<file path="src/include/cpes_consts.vh">
// constants for the position / edge-separation counter channel
// assumes a 32-bit avalon-mm register port with byte addresses
`ifndef CPES_CONSTS_VH
`define CPES_CONSTS_VH
// ------------------------------------------------------------
// register byte offsets
// ------------------------------------------------------------
`define CPES_ADDR_CTRL    5'h00
`define CPES_ADDR_RELOAD  5'h04
`define CPES_ADDR_COUNT   5'h08
`define CPES_ADDR_STATUS  5'h0c
`define CPES_ADDR_FIFO    5'h10
// ------------------------------------------------------------
// control fields
// ------------------------------------------------------------
`define CPES_C_MODE_HI    2
`define CPES_C_MODE_LO    0
`define CPES_C_ARM        3
`define CPES_C_SAMP_EN    4
`define CPES_C_TSP        5
`define CPES_C_Z_EN       6
`define CPES_C_ZPH_HI     8
`define CPES_C_ZPH_LO     7
`define CPES_C_GATE_FALL  9
`define CPES_C_AUX_FALL   10
`define CPES_C_SRC_FALL   11
`define CPES_C_SAMP_FALL  12
`define CPES_C_DMA_EN     13
`define CPES_CTRL_MASK    32'h00003fff
`define CPES_CTRL_RST     32'h00000000
`define CPES_RELOAD_RST   32'h00000000
// ------------------------------------------------------------
// modes
// ------------------------------------------------------------
`define CPES_M_IDLE       3'h0
`define CPES_M_X1         3'h1
`define CPES_M_X2         3'h2
`define CPES_M_X4         3'h3
`define CPES_M_TWOP       3'h4
`define CPES_M_SEP_ONE    3'h5
`define CPES_M_SEP_IMP    3'h6
`define CPES_M_SEP_SMP    3'h7
// ------------------------------------------------------------
// status fields
// ------------------------------------------------------------
`define CPES_S_OVR        0
`define CPES_S_FOVF       1
`define CPES_S_EMPTY      2
`define CPES_S_FULL       3
`define CPES_S_LVL_LO     4
`define CPES_S_ST_LO      8
// ------------------------------------------------------------
// fifo
// ------------------------------------------------------------
`define CPES_FIFO_AW      3
`define CPES_FIFO_DEPTH   4'h8
`define CPES_ZERO32       32'h00000000
`define CPES_ONE32        32'h00000001
`endif

</file>
<file path="src/cpes_counter.v">
// position / edge-separation counter channel with avalon-mm registers
// assumes only the bus pins and i_dma_ready are synchronous to i_mclk, the others are synchronised; the timebase input
// i_src is sampled, so it must be well below half the clock rate
`timescale 1ns/1ns
`default_nettype none
`include "cpes_consts.vh"

// Notes on behaviour
// - up when a leads, down when b leads
// - x1: one count per cycle on a
// - x2: count on both a edges
// - x4: count on every a and b edge
// - index high in chosen phase reloads count
// - count edge first, reload afterwards
// - reload within one clock of phase true
// - keep counting normally after reload
// - two-pulse: a rise up, b rise down
// - sampled position: cumulative captures, no reset
// - gate is sample clock, edge selectable
// - captured values go out on dma path
// - aux edge starts interval, later aux ignored
// - gate edge stops, count stored in fifo
// - aux and gate polarity chosen separately
// - timebase counted on rising or falling edge
// - single mode without tsp ignores edges after one result
// - implicit mode restarts on next gate edge
// - sampled mode stores result on sample edge
// - no complete pair between samples: overrun
module cpes_counter (
    input  wire        i_mclk,
    input  wire        i_rst_n,
    input  wire [4:0]  i_avs_address,
    input  wire        i_avs_read,
    input  wire        i_avs_write,
    input  wire [31:0] i_avs_writedata,
    output wire [31:0] o_avs_readdata,
    output wire        o_avs_waitrequest,
    input  wire        i_enc_a,
    input  wire        i_enc_b,
    input  wire        i_enc_z,
    input  wire        i_aux,
    input  wire        i_gate,
    input  wire        i_src,
    input  wire        i_samp_clk,
    output wire        o_dma_valid,
    output wire [31:0] o_dma_data,
    input  wire        i_dma_ready,
    output wire        o_overrun
);

// ------------------------------------------------------------
// separation states
// ------------------------------------------------------------
localparam [4:0] ST_IDLE  = 5'h01;
localparam [4:0] ST_START = 5'h02;
localparam [4:0] ST_COUNT = 5'h04;
localparam [4:0] ST_HELD  = 5'h08;
localparam [4:0] ST_REGAT = 5'h10;

reg  [31:0] ctrl_q;
reg  [31:0] reload_q;
reg  [31:0] count_q;
reg  [31:0] count_d;
reg  [31:0] result_q;
reg  [4:0]  st_q;
reg  [4:0]  st_d;
reg         ovr_q;
reg         fovf_q;
reg         ack_q;
reg  [31:0] rdata_q;
reg  [5:0]  s1_q;
reg  [5:0]  s2_q;
reg  [5:0]  s3_q;
reg  [31:0] mem [0:7];
reg  [2:0]  wp_q;
reg  [2:0]  rp_q;
reg  [3:0]  lvl_q;
reg         push;
reg  [31:0] push_data;
reg         ovr_set;
reg         z_pend_q;

wire [2:0] mode      = ctrl_q[`CPES_C_MODE_HI:`CPES_C_MODE_LO];
wire       armed     = ctrl_q[`CPES_C_ARM];
wire       is_quad   = (mode == `CPES_M_X1) || (mode == `CPES_M_X2) || (mode == `CPES_M_X4);
wire       is_pos    = is_quad || (mode == `CPES_M_TWOP);
wire       is_sep    = (mode == `CPES_M_SEP_ONE) || (mode == `CPES_M_SEP_IMP) || (mode == `CPES_M_SEP_SMP);
wire       sep_smp   = (mode == `CPES_M_SEP_SMP) || ctrl_q[`CPES_C_TSP];

// ------------------------------------------------------------
// input synchronisers and edge strobes
// ------------------------------------------------------------
// order: a, b, z, aux, gate, src ; samp clock kept apart below
reg  [1:0] sc_q;
reg        sc3_q;
always @(posedge i_mclk or negedge i_rst_n) begin
    if (!i_rst_n) begin
        s1_q  <= 6'h00;
        s2_q  <= 6'h00;
        s3_q  <= 6'h00;
        sc_q  <= 2'h0;
        sc3_q <= 1'b0;
    end else begin
        s1_q  <= {i_src, i_gate, i_aux, i_enc_z, i_enc_b, i_enc_a};
        s2_q  <= s1_q;
        s3_q  <= s2_q;
        sc_q  <= {sc_q[0], i_samp_clk};
        sc3_q <= sc_q[1];
    end
end

wire a_now  = s2_q[0];
wire b_now  = s2_q[1];
wire a_prev = s3_q[0];
wire b_prev = s3_q[1];
wire z_now  = s2_q[2];
wire [5:0] rise = s2_q & ~s3_q;
wire [5:0] fall = ~s2_q & s3_q;
// polarity selects pick the active edge per input
wire aux_ev  = ctrl_q[`CPES_C_AUX_FALL]  ? fall[3] : rise[3];
wire gate_ev = ctrl_q[`CPES_C_GATE_FALL] ? fall[4] : rise[4];
wire src_ev  = ctrl_q[`CPES_C_SRC_FALL]  ? fall[5] : rise[5];
wire smp_ev  = ctrl_q[`CPES_C_SAMP_FALL] ? (~sc_q[1] & sc3_q) : (sc_q[1] & ~sc3_q);

// ------------------------------------------------------------
// quadrature and two-pulse decode
// ------------------------------------------------------------
// up steps follow 00->10->11->01->00 in {a,b}, i.e. a leading
wire [3:0] tr = {a_prev, b_prev, a_now, b_now};
wire q_up = (tr == 4'h2) || (tr == 4'hb) || (tr == 4'hd) || (tr == 4'h4);
wire q_dn = (tr == 4'h1) || (tr == 4'h7) || (tr == 4'he) || (tr == 4'h8);
wire a_chg = a_now ^ a_prev;
reg  inc;
reg  dec;

// per-mode selection of which transitions count
always @* begin
    inc = 1'b0;
    dec = 1'b0;
    case (mode)
        `CPES_M_X1: begin
            inc = q_up && rise[0] && !b_now;
            dec = q_dn && fall[0] && !b_now;
        end
        `CPES_M_X2: begin
            inc = q_up && a_chg;
            dec = q_dn && a_chg;
        end
        `CPES_M_X4: begin
            inc = q_up;
            dec = q_dn;
        end
        `CPES_M_TWOP: begin
            // both rising together cancel out
            inc = rise[0] && !rise[1];
            dec = rise[1] && !rise[0];
        end
        default: begin
            inc = 1'b0;
            dec = 1'b0;
        end
    endcase
end

// index reload: phase is the {a,b} level pair chosen by software
wire z_phase  = ({a_now, b_now} == ctrl_q[`CPES_C_ZPH_HI:`CPES_C_ZPH_LO]);
wire z_hit    = is_quad && ctrl_q[`CPES_C_Z_EN] && z_phase && z_now;
wire step     = inc || dec;
// a reload that meets a count edge is deferred one clock, so the
// step lands first and the reload follows on the next clock
wire do_load  = (z_hit && !step) || (z_pend_q && z_hit);

// ------------------------------------------------------------
// avalon-mm slave
// ------------------------------------------------------------
// fixed one wait state: data is registered on the first cycle
wire req     = i_avs_read || i_avs_write;
wire acc     = req && ack_q;
wire wr_acc  = i_avs_write && ack_q;
wire rd_fifo = i_avs_read && ack_q && (i_avs_address == `CPES_ADDR_FIFO);
wire [31:0] ctrl_wr = i_avs_writedata & `CPES_CTRL_MASK;
wire ctrl_wr_en = wr_acc && (i_avs_address == `CPES_ADDR_CTRL);
wire arm_rise   = ctrl_wr_en && ctrl_wr[`CPES_C_ARM] && !armed;
wire st_clr     = wr_acc && (i_avs_address == `CPES_ADDR_STATUS);

assign o_avs_waitrequest = req && !ack_q;
assign o_avs_readdata    = rdata_q;
assign o_overrun         = ovr_q;

wire fifo_empty = (lvl_q == 4'h0);
wire fifo_full  = (lvl_q == `CPES_FIFO_DEPTH);
wire dma_en     = ctrl_q[`CPES_C_DMA_EN];
wire pop_dma    = dma_en && !fifo_empty && i_dma_ready;
wire pop_sw     = !dma_en && rd_fifo && !fifo_empty;
wire pop        = pop_dma || pop_sw;

// read mux, sampled one cycle before the access completes
always @(posedge i_mclk or negedge i_rst_n) begin
    if (!i_rst_n) begin
        ack_q   <= 1'b0;
        rdata_q <= `CPES_ZERO32;
    end else begin
        ack_q <= req && !ack_q;
        if (i_avs_read && !ack_q) begin
            case (i_avs_address)
                `CPES_ADDR_CTRL:   rdata_q <= ctrl_q;
                `CPES_ADDR_RELOAD: rdata_q <= reload_q;
                `CPES_ADDR_COUNT:  rdata_q <= count_q;
                `CPES_ADDR_STATUS: rdata_q <= {19'h00000, st_q, lvl_q, fifo_full,
                                               fifo_empty, fovf_q, ovr_q};
                `CPES_ADDR_FIFO:   rdata_q <= fifo_empty ? `CPES_ZERO32 : mem[rp_q];
                default:           rdata_q <= `CPES_ZERO32;
            endcase
        end
    end
end

// control and reload registers
always @(posedge i_mclk or negedge i_rst_n) begin
    if (!i_rst_n) begin
        ctrl_q   <= `CPES_CTRL_RST;
        reload_q <= `CPES_RELOAD_RST;
    end else begin
        if (ctrl_wr_en) begin
            ctrl_q <= ctrl_wr;
        end
        if (wr_acc && (i_avs_address == `CPES_ADDR_RELOAD)) begin
            reload_q <= i_avs_writedata;
        end
    end
end

// ------------------------------------------------------------
// separation sequencer and capture
// ------------------------------------------------------------
always @* begin
    st_d      = st_q;
    count_d   = count_q;
    push      = 1'b0;
    push_data = count_q;
    ovr_set   = 1'b0;
    if (is_pos && armed) begin
        if (inc) begin
            count_d = count_q + `CPES_ONE32;
        end else if (dec) begin
            count_d = count_q - `CPES_ONE32;
        end
        if (do_load) begin
            count_d = reload_q;
        end
        // captures never disturb the running count
        if (ctrl_q[`CPES_C_SAMP_EN] && gate_ev) begin
            push      = 1'b1;
            push_data = count_q;
        end
    end else if (is_sep && armed) begin
        case (st_q)
            ST_START: begin
                if (aux_ev) begin
                    st_d    = ST_COUNT;
                    count_d = `CPES_ZERO32;
                end
            end
            ST_COUNT: begin
                // aux is not looked at here, extra starts are ignored
                if (gate_ev) begin
                    if (sep_smp) begin
                        st_d = ST_HELD;
                    end else begin
                        push = 1'b1;
                        st_d = (mode == `CPES_M_SEP_ONE) ? ST_IDLE : ST_REGAT;
                    end
                end else if (src_ev) begin
                    count_d = count_q + `CPES_ONE32;
                end
            end
            ST_HELD: begin
                if (smp_ev) begin
                    push = 1'b1;
                    st_d = ST_REGAT;
                end
            end
            ST_REGAT: begin
                if (gate_ev) begin
                    st_d = ST_START;
                end
            end
            default: begin
                st_d = st_q; // idle: all edges ignored
            end
        endcase
        // a sample with no finished pair pending is an overrun
        if (sep_smp && smp_ev && (st_q != ST_HELD)) begin
            ovr_set = 1'b1;
        end
    end
    if (arm_rise) begin
        count_d = `CPES_ZERO32;
        st_d    = ST_START;
    end else if (!armed) begin
        st_d = ST_IDLE;
    end
end

always @(posedge i_mclk or negedge i_rst_n) begin
    if (!i_rst_n) begin
        st_q     <= ST_IDLE;
        count_q  <= `CPES_ZERO32;
        result_q <= `CPES_ZERO32;
        z_pend_q <= 1'b0;
    end else begin
        st_q     <= st_d;
        count_q  <= count_d;
        z_pend_q <= z_hit && step;
        if (push) begin
            result_q <= push_data;
        end
    end
end

// ------------------------------------------------------------
// result fifo and dma stream
// ------------------------------------------------------------
// a push into a full fifo is dropped and flagged unless a pop frees a slot that cycle; the dma side
// must keep up, software sees the loss in the status register
wire do_push = push && (!fifo_full || pop);
always @(posedge i_mclk or negedge i_rst_n) begin
    if (!i_rst_n) begin
        wp_q  <= 3'h0;
        rp_q  <= 3'h0;
        lvl_q <= 4'h0;
    end else begin
        if (do_push) begin
            wp_q <= wp_q + 3'h1;
        end
        if (pop) begin
            rp_q <= rp_q + 3'h1;
        end
        if (do_push && !pop) begin
            lvl_q <= lvl_q + 4'h1;
        end else if (pop && !do_push) begin
            lvl_q <= lvl_q - 4'h1;
        end
    end
end

// storage has no reset, only the pointers and the level count do
always @(posedge i_mclk) begin
    if (do_push) begin
        mem[wp_q] <= push_data;
    end
end

assign o_dma_valid = dma_en && !fifo_empty;
assign o_dma_data  = mem[rp_q];

// sticky flags: a new event in the clearing cycle wins
always @(posedge i_mclk or negedge i_rst_n) begin
    if (!i_rst_n) begin
        ovr_q  <= 1'b0;
        fovf_q <= 1'b0;
    end else begin
        if (ovr_set) begin
            ovr_q <= 1'b1;
        end else if (st_clr && i_avs_writedata[`CPES_S_OVR]) begin
            ovr_q <= 1'b0;
        end
        if (push && fifo_full && !pop) begin
            fovf_q <= 1'b1;
        end else if (st_clr && i_avs_writedata[`CPES_S_FOVF]) begin
            fovf_q <= 1'b0;
        end
    end
end

endmodule
`default_nettype wire

</file>
<file path="config.mk">
export PLATFORM = sky130hd
export DESIGN_NAME = cpes_counter
export DESIGN_NICKNAME = d
export VERILOG_FILES = /design/src/cpes_counter.v
export VERILOG_INCLUDE_DIRS = /design/src /design/src/include
export SDC_FILE = /design/constraint.sdc
export NUM_CORES = 1
export LEC_CHECK = 0
export BUFFER_PORTS_ARGS = -buffer_cell sky130_fd_sc_hd__buf_2
export CAP_MARGIN = 5
export CORE_MARGIN = 10
export CORE_UTILIZATION = 35
export DETAILED_ROUTE_END_ITERATION = 6
export HOLD_SLACK_MARGIN = 0.05
export PLACE_DENSITY = 0.56
export SYNTH_ARGS = -nofsm -noshare
export SYNTH_HDL_FRONTEND = slang
export SYNTH_SLANG_ARGS = --single-unit
export TNS_END_PERCENT = 5
</file>
<file path="constraint.sdc">
create_clock -name i_mclk -period 7.25 [get_ports i_mclk]
set_input_delay 0.3625 -clock i_mclk [delete_from_list [all_inputs] [get_ports i_mclk]]
set_output_delay 0.3625 -clock i_mclk [all_outputs]
set_load 0.05 [all_outputs]
</file>
== After elaboration in Yosys (flattened, before gate mapping) ==
Memories as Yosys holds them, arrays and structs flattened.
Index checks and enable logic that the tools add are counted.
Word-level totals
  flip-flop bits (word level): 150
  memory bits (writable): 256
  input port bits: 49
  output and inout port bits: 67
  logic and storage cells: 194
  memories kept: 1
Memory list
  mem: words 8, width 32, rd ports 1, clocked after Yosys merged registers in 0, wr ports 1, RTL line cpes_counter.v:74  | reg [31:0] mem [0:7];
Operators by class
  add/subtract/negate cells: 6
  equal/unequal tests: 37
  multiplexer cells: 47
  bitwise logic cells: 9
  reduce and logical (&&, ||, !) cells: 77
Operators by type and width (number)
  $mux 32: 10
  $pmux 32 s5: 1
  $pmux 32 s2: 1
  $mux 5: 10
  $logic_and 1x1->1: 40
  $add 32x1->32 const B: 1
  $sub 32x1->32 const B: 1
  $ne 4x4->1 const B: 7
  $eq 4x4->1 const B: 5
  $pmux 5 s4: 1
  $mux 1: 19
  $logic_or 1x1->1: 17
  $eq 5x4->1 const B: 3
  $and 6x6->6: 2
  $eq 3x3->1 const B: 4
  $not 6->6: 2
  $logic_not 1->1: 11
  $eq 5x3->1 const B: 2
  $eq 5x5->1 const B: 2
  $eq 4x3->1 const B: 2
  $mux 4: 2
  $pmux 1 s4: 2
  $reduce_and 7->1: 1
  $add 3x1->3 const B: 2
  other kinds (23): 28

== Longest topological paths before layout ==
  word-level depth: 14
  gate-level depth with buffers: 16
  depth with buffers taken out: 16

== Worst setup path before layout ==
OpenSTA, ideal clock, no wires.
  kind: reg2reg
  start: register ctrl_q[0]
  end: memory mem[2][0], enable pin
  setup time: 0.513 ns
  arrival time: 4.978 ns
  required time: 6.737 ns
  slack: 1.759 ns
  stages on the path, launching flop included: 8
  buffers on the path: 1
  period minus slack after synthesis: 5.491 ns
  cell sequence: dfrtp_1 buf_2 o21ai_0 and3_1 a32o_1 a22oi_1 nand2b_1 nor4b_1
On the way
  longest elaborated chain between the ends: 10
  elaborated cells on any way between the ends: 23
  those cells by class: eq/ne (7); mux (7); reduce/logical (9)
Ends and longest elaborated chain
  from (decl): RTL line cpes_counter.v:60  | reg [31:0] ctrl_q;
  from (signal assigned): RTL line cpes_counter.v:221  | ctrl_q <= `CPES_CTRL_RST;
  from (signal assigned): RTL line cpes_counter.v:225  | ctrl_q <= ctrl_wr;
  $eq 3x3->1 (no line)
  $logic_or 1x1->1: RTL line cpes_counter.v:88  | wire sep_smp = (mode == `CPES_M_SEP_SMP) || ctrl_q[`CPES_C_TSP];
  $mux 1: RTL line cpes_counter.v:267  | if (sep_smp) begin
  $mux 1: RTL line cpes_counter.v:266  | if (gate_ev) begin
  $pmux 1 s2: RTL line cpes_counter.v:257  | case (st_q)
  $mux 1: RTL line cpes_counter.v:256  | end else if (is_sep && armed) begin
  $mux 1 (*): RTL line cpes_counter.v:242  | if (is_pos && armed) begin
  $logic_and 1x1->1 (*): RTL line cpes_counter.v:326  | wire do_push = push && (!fifo_full || pop);
  $mux 1 (*): RTL line cpes_counter.v:349  | if (do_push) begin
  $mux 1 (implied by the code) (*): RTL line cpes_counter.v:350  | mem[wp_q] <= push_data;
  to (decl): RTL line cpes_counter.v:74
Mark *: on every way between the ends. The rest lies on a longest branch, timed or not.

== Worst setup path in the final report ==
  start: register ctrl_q[0]
  end: memory mem[7][15], enable pin
On the way
  longest elaborated chain between the ends: 10
  elaborated cells on any way between the ends: 23
  those cells by class: eq/ne (7); mux (7); reduce/logical (9)
Ends and longest elaborated chain (RTL line)
  $eq 3x3->1 (no line)
  $logic_or 1x1->1: cpes_counter.v:88
  $mux 1: cpes_counter.v:267
  $mux 1: cpes_counter.v:266
  $pmux 1 s2: cpes_counter.v:257
  $mux 1: cpes_counter.v:256
  $mux 1 (*): cpes_counter.v:242
  $logic_and 1x1->1 (*): cpes_counter.v:326
  via do_push: cpes_counter.v:326
  $mux 1 (*): cpes_counter.v:349
  $mux 1 (implied by the code) (*): cpes_counter.v:350
Mark *: on every way through the listed nets, which the timed path passes. The rest lies on a longest branch.

==> impl_metrics.toml <==
[critical_path]
crit_slowest_cell = "and3_1"
startpoint = "ctrl_q[0]"
worst_path_dominant_cell_family = "simple AND/OR/NAND/NOR gates"
worst-path-stages = 9
critical_path_cell_sequence = "o21ai_0 > and3_1 > a32o_1 > a22oi_1 > nand2b_1 > inv_2 > nand2_1 > nor2_2 > buf_4"
critPathCaptureType = "flip-flop"
critical_path.max_stage_delay_ps = 620
regToRegEndpoint = "mem[7][15]"
arrival_ps = 4140
setup.worst_path.class = "flip-flop to flip-flop"
cp_data_required_time_ps = 7490
crit_path_max_fanout = 22
critical_path.endpoint = "mem[7][15]"
setup.reg_to_reg.worst_slack_ps = 3350
r2r-start = "ctrl_q[0]"
ff2ff_path_depth = 9
setup.worst_path.start_class = "flip-flop"
cp.buffers_inverters = 2

[layout]
area_growth_syn_to_layout_pct = 17.3
layout-drive-gt1-share_pct = 27.7
layout.filler_cells = 4832
final_nets = 1480
final_core_util_pct = 41.4
most_common_cell_after_layout_fill_and_taps_aside = "edfxtp_1"
antenna-diode-count = 0
final_cell_mix = "edfxtp_1 (256), dfrtp_1 (146), buf_2 (114)"

[logic_synthesis]
syn-cell-area_sq_um = 18500
synth.mux.area_fraction_pct = 15.3
yosys.cell_types.count = 69
synthCells = 1284
synth_seq_area_share_pct = 61.9
synth-compound-area-share_pct = 8.75
synth.avg_cell_area_sq_um = 14.4
ys.warnings.count = 0
synth.net_count = 1343
asyncSetResetFlopFracSynth_pct = 36.8
synth-xor-area-share_pct = 1.85
number_of_flops_mapped_to_enable_cells_by_yosys = 256
synth_adder_area_share_pct = 0.719
yosys.area_share.simple_pct = 9.02
synth-seq-cells = 405
synth_top_family_by_area = "multiplexers"
synth_ff_type = "edfxtp_1"

[hold_path]
worstHoldPathType = "input pin to flip-flop"

[sta]
min_period_ps = 3900
tcrit_tclk_final_pct = 53.8
max_slew_margin_pct = 25.8
fmax_ghz = 0.257
finalSetupViolCount = 0
number_of_slew_limit_violations_in_the_final_report = 0
timing_hold_violations_final = 0
grt_setup_unrepaired = "false"
maximum_clock_skew_at_final_layout_ps = 18.5
setup_total_negative_slack_ps = 0
timing.hold.ws_ps = 94.0
worst_slew_pin_slew_ps = 1110

[flow_run]
cap_viol_max_count = 0

[clocking]
post_cts_clock_slew_at_the_launch_and_capture_registers_of_the_worst_setup_and_hold_paths_ps = 60
numClockSinks = 405
cts_made_buffers = 45
ctsResizeCount = 0
cts_tree = "built"
clk-insertion-delay-late_ps = 580
cts-root-to-sink-buffers = 3
cts_post_setup_buffers_inserted = 0
postCtsHoldBufs = 38
ctsRootBufferMaster = "clkbuf_16"
number_of_h_tree_branching_levels = 2

[drt]
number_of_vias_after_detailed_routing = 12200
post_drt_via_cell_ratio = 5.68
total_routed_wirelength_um = 54800
dr.pass1.iters = 7
wl_per_cell_um = 25.6
drtIter0Drc = 1262
drcViolationCount = 7
drtAntennaViolNets = 0

[floorplan]
floorplan.initialDensity_pct = 35.3
die_area_sq_um = 62300
fp.dieW_um = 250
die_y_um = 250
num_io_pins = 116
rows = 84
core_area_sq_um = 52300

[global_routing]
grt_overflow = 0
grt.total_usage_pct = 17.2
grt_max_degree = 78
wire_length_of_the_first_global_routing_pass_um = 82600
number_of_antenna_violations_at_the_first_check_in_global_routing = 0
number_of_global_route_vias_before_repair = 12400

[power]
power-per-cell-area_nw_per_um2 = 318
p_sw_share_pct = 32.7
power.switching_mw = 2.25
clock_power_share_pct = 33.7
vdd.ir_drop.worst_v = 0.000166
report.power.total_mw = 6.88
cellLeakagePower_nw = 7.85
power_report.internal_total_mw = 4.63
portion_of_total_power_attributed_to_sequential_cells_pct = 43.3
power_frac_comb_pct = 23.0

[placement]
final_weighted_congestion_in_routability_driven_placement = 0.899
io_buffer_count = 115
dp.final_hpwl_um = 36100

[status]
run_status = "complete, but fails checks"
failed_checks = "design-rule violations"
==> layer usage <==
metal,track usage (%),up-vias,share of wire [%]
li1,-,5314,-
met1,23.3,6305,43
met2,27.8,461,48
met3,2.91,88,6.3
met4,5.42,0,2.6
met5,0,-,0
==> worst min path at each step <==
| stage | start | end | depth (start not counted) |
|---|---|---|---|
| after floorplan | i_rst_n | ack_q | 0 |
| after global placement | s1_q[3] | s2_q[3] | 0 |
| after detailed placement | s1_q[4] | s2_q[4] | 0 |
| after CTS | i_avs_writedata[1] | reload_q[1] | 2 |
| after global routing | i_avs_writedata[1] | reload_q[1] | 2 |
| final | i_avs_writedata[1] | reload_q[1] | 2 |
==> power groups by stage <==
stage	Clock [mW]	Sequential [mW]	Combinational, mW
6_report	2.32	2.97	1.58
5_1_grt	2.47	3.01	1.67
4_1_cts	2.37	2.97	1.60
3_5_place_dp	0	3.02	1.58
3_3_place_gp	0	3.01	1.57
2_1_floorplan	0	2.77	1.27
==> synthesized netlist by cell type (6+ instances only) <==
master | instances | share of area, %
nor3_1 | 29 | 0.79
or3_1 | 8 | 0.27
a22o_1 | 11 | 0.52
a21oi_1 | 27 | 0.73
and3_1 | 15 | 0.51
and4_1 | 6 | 0.28
nand4_1 | 14 | 0.47
nand3_1 | 27 | 0.73
nor4_1 | 8 | 0.27
a222oi_1 | 19 | 1.0
xnor2_1 | 26 | 1.2
buf_1 | 7 | 0.14
xor2_1 | 13 | 0.62
o211ai_1 | 11 | 0.45
mux2_2 | 83 | 5.1
o21ai_0 | 67 | 1.8
nand3b_1 | 9 | 0.37
o22ai_1 | 8 | 0.27
inv_1 | 22 | 0.45
and2_1 | 8 | 0.27
nand2_1 | 93 | 1.9
mux4_2 | 77 | 9.4
nor2_1 | 48 | 0.98
a31oi_1 | 6 | 0.20
mux2i_1 | 15 | 0.81
buf_2 | 37 | 1.0
a22oi_1 | 21 | 0.85
or2_2 | 9 | 0.31
edfxtp_1 | 256 | 42
a32oi_1 | 8 | 0.38
nor3b_1 | 6 | 0.24
clkbuf_1 | 43 | 0.87
ha_1 | 9 | 0.61
dfrtp_1 | 148 | 20
==> sequential cells by signal, indices dropped and copies added (netlist names), 2 cells and up <==
register,flops
rp_q,3
ctrl_q,14
lvl_q,4
mem,256
st_q,5
sc_q,2
wp_q,3
s1_q,6
reload_q,32
s2_q,6
s3_q,5
o_avs_readdata,32
count_q,32
==> area by class of cell <==
| class | instances | area (sq um) | share of cell area (%) |
|---|---|---|---|
| clock inverters | 14 | 201 | 0.930 |
| well taps | 688 | 861 | 3.98 |
| multi-input cells | 768 | 6620 | 30.6 |
| inverters | 24 | 90.1 | 0.416 |
| flip-flops and latches | 405 | 11400 | 52.8 |
| clock buffers | 67 | 1310 | 6.05 |
| repair buffers | 177 | 1140 | 5.28 |
==> through the flow <==
| step | cell area, sq um | std cells | setup WS [ps] |
|---|---|---|---|
| after CTS | 21700 | 2143 | 3350 |
| after detailed placement | 19800 | 2024 | 3370 |
| after global routing | 21700 | 2143 | 3050 |
| after global placement | 19800 | 2024 | 3480 |
| final | 21700 | 2143 | 3350 |
| after floorplan | 18500 | 1284 | 1760 |
==> logic make-up (layout without fill, tap and decap cells) <==
group           Yosys count  count (layout)
simple gates            314             314
buf+inv                 111             282
flops                   405             405
mux                     175             175
compound gates          230             230
xor+xnor                 39              39
fa+ha+maj                10              10
No activity file was read; power rests on OpenSTA's default activity.
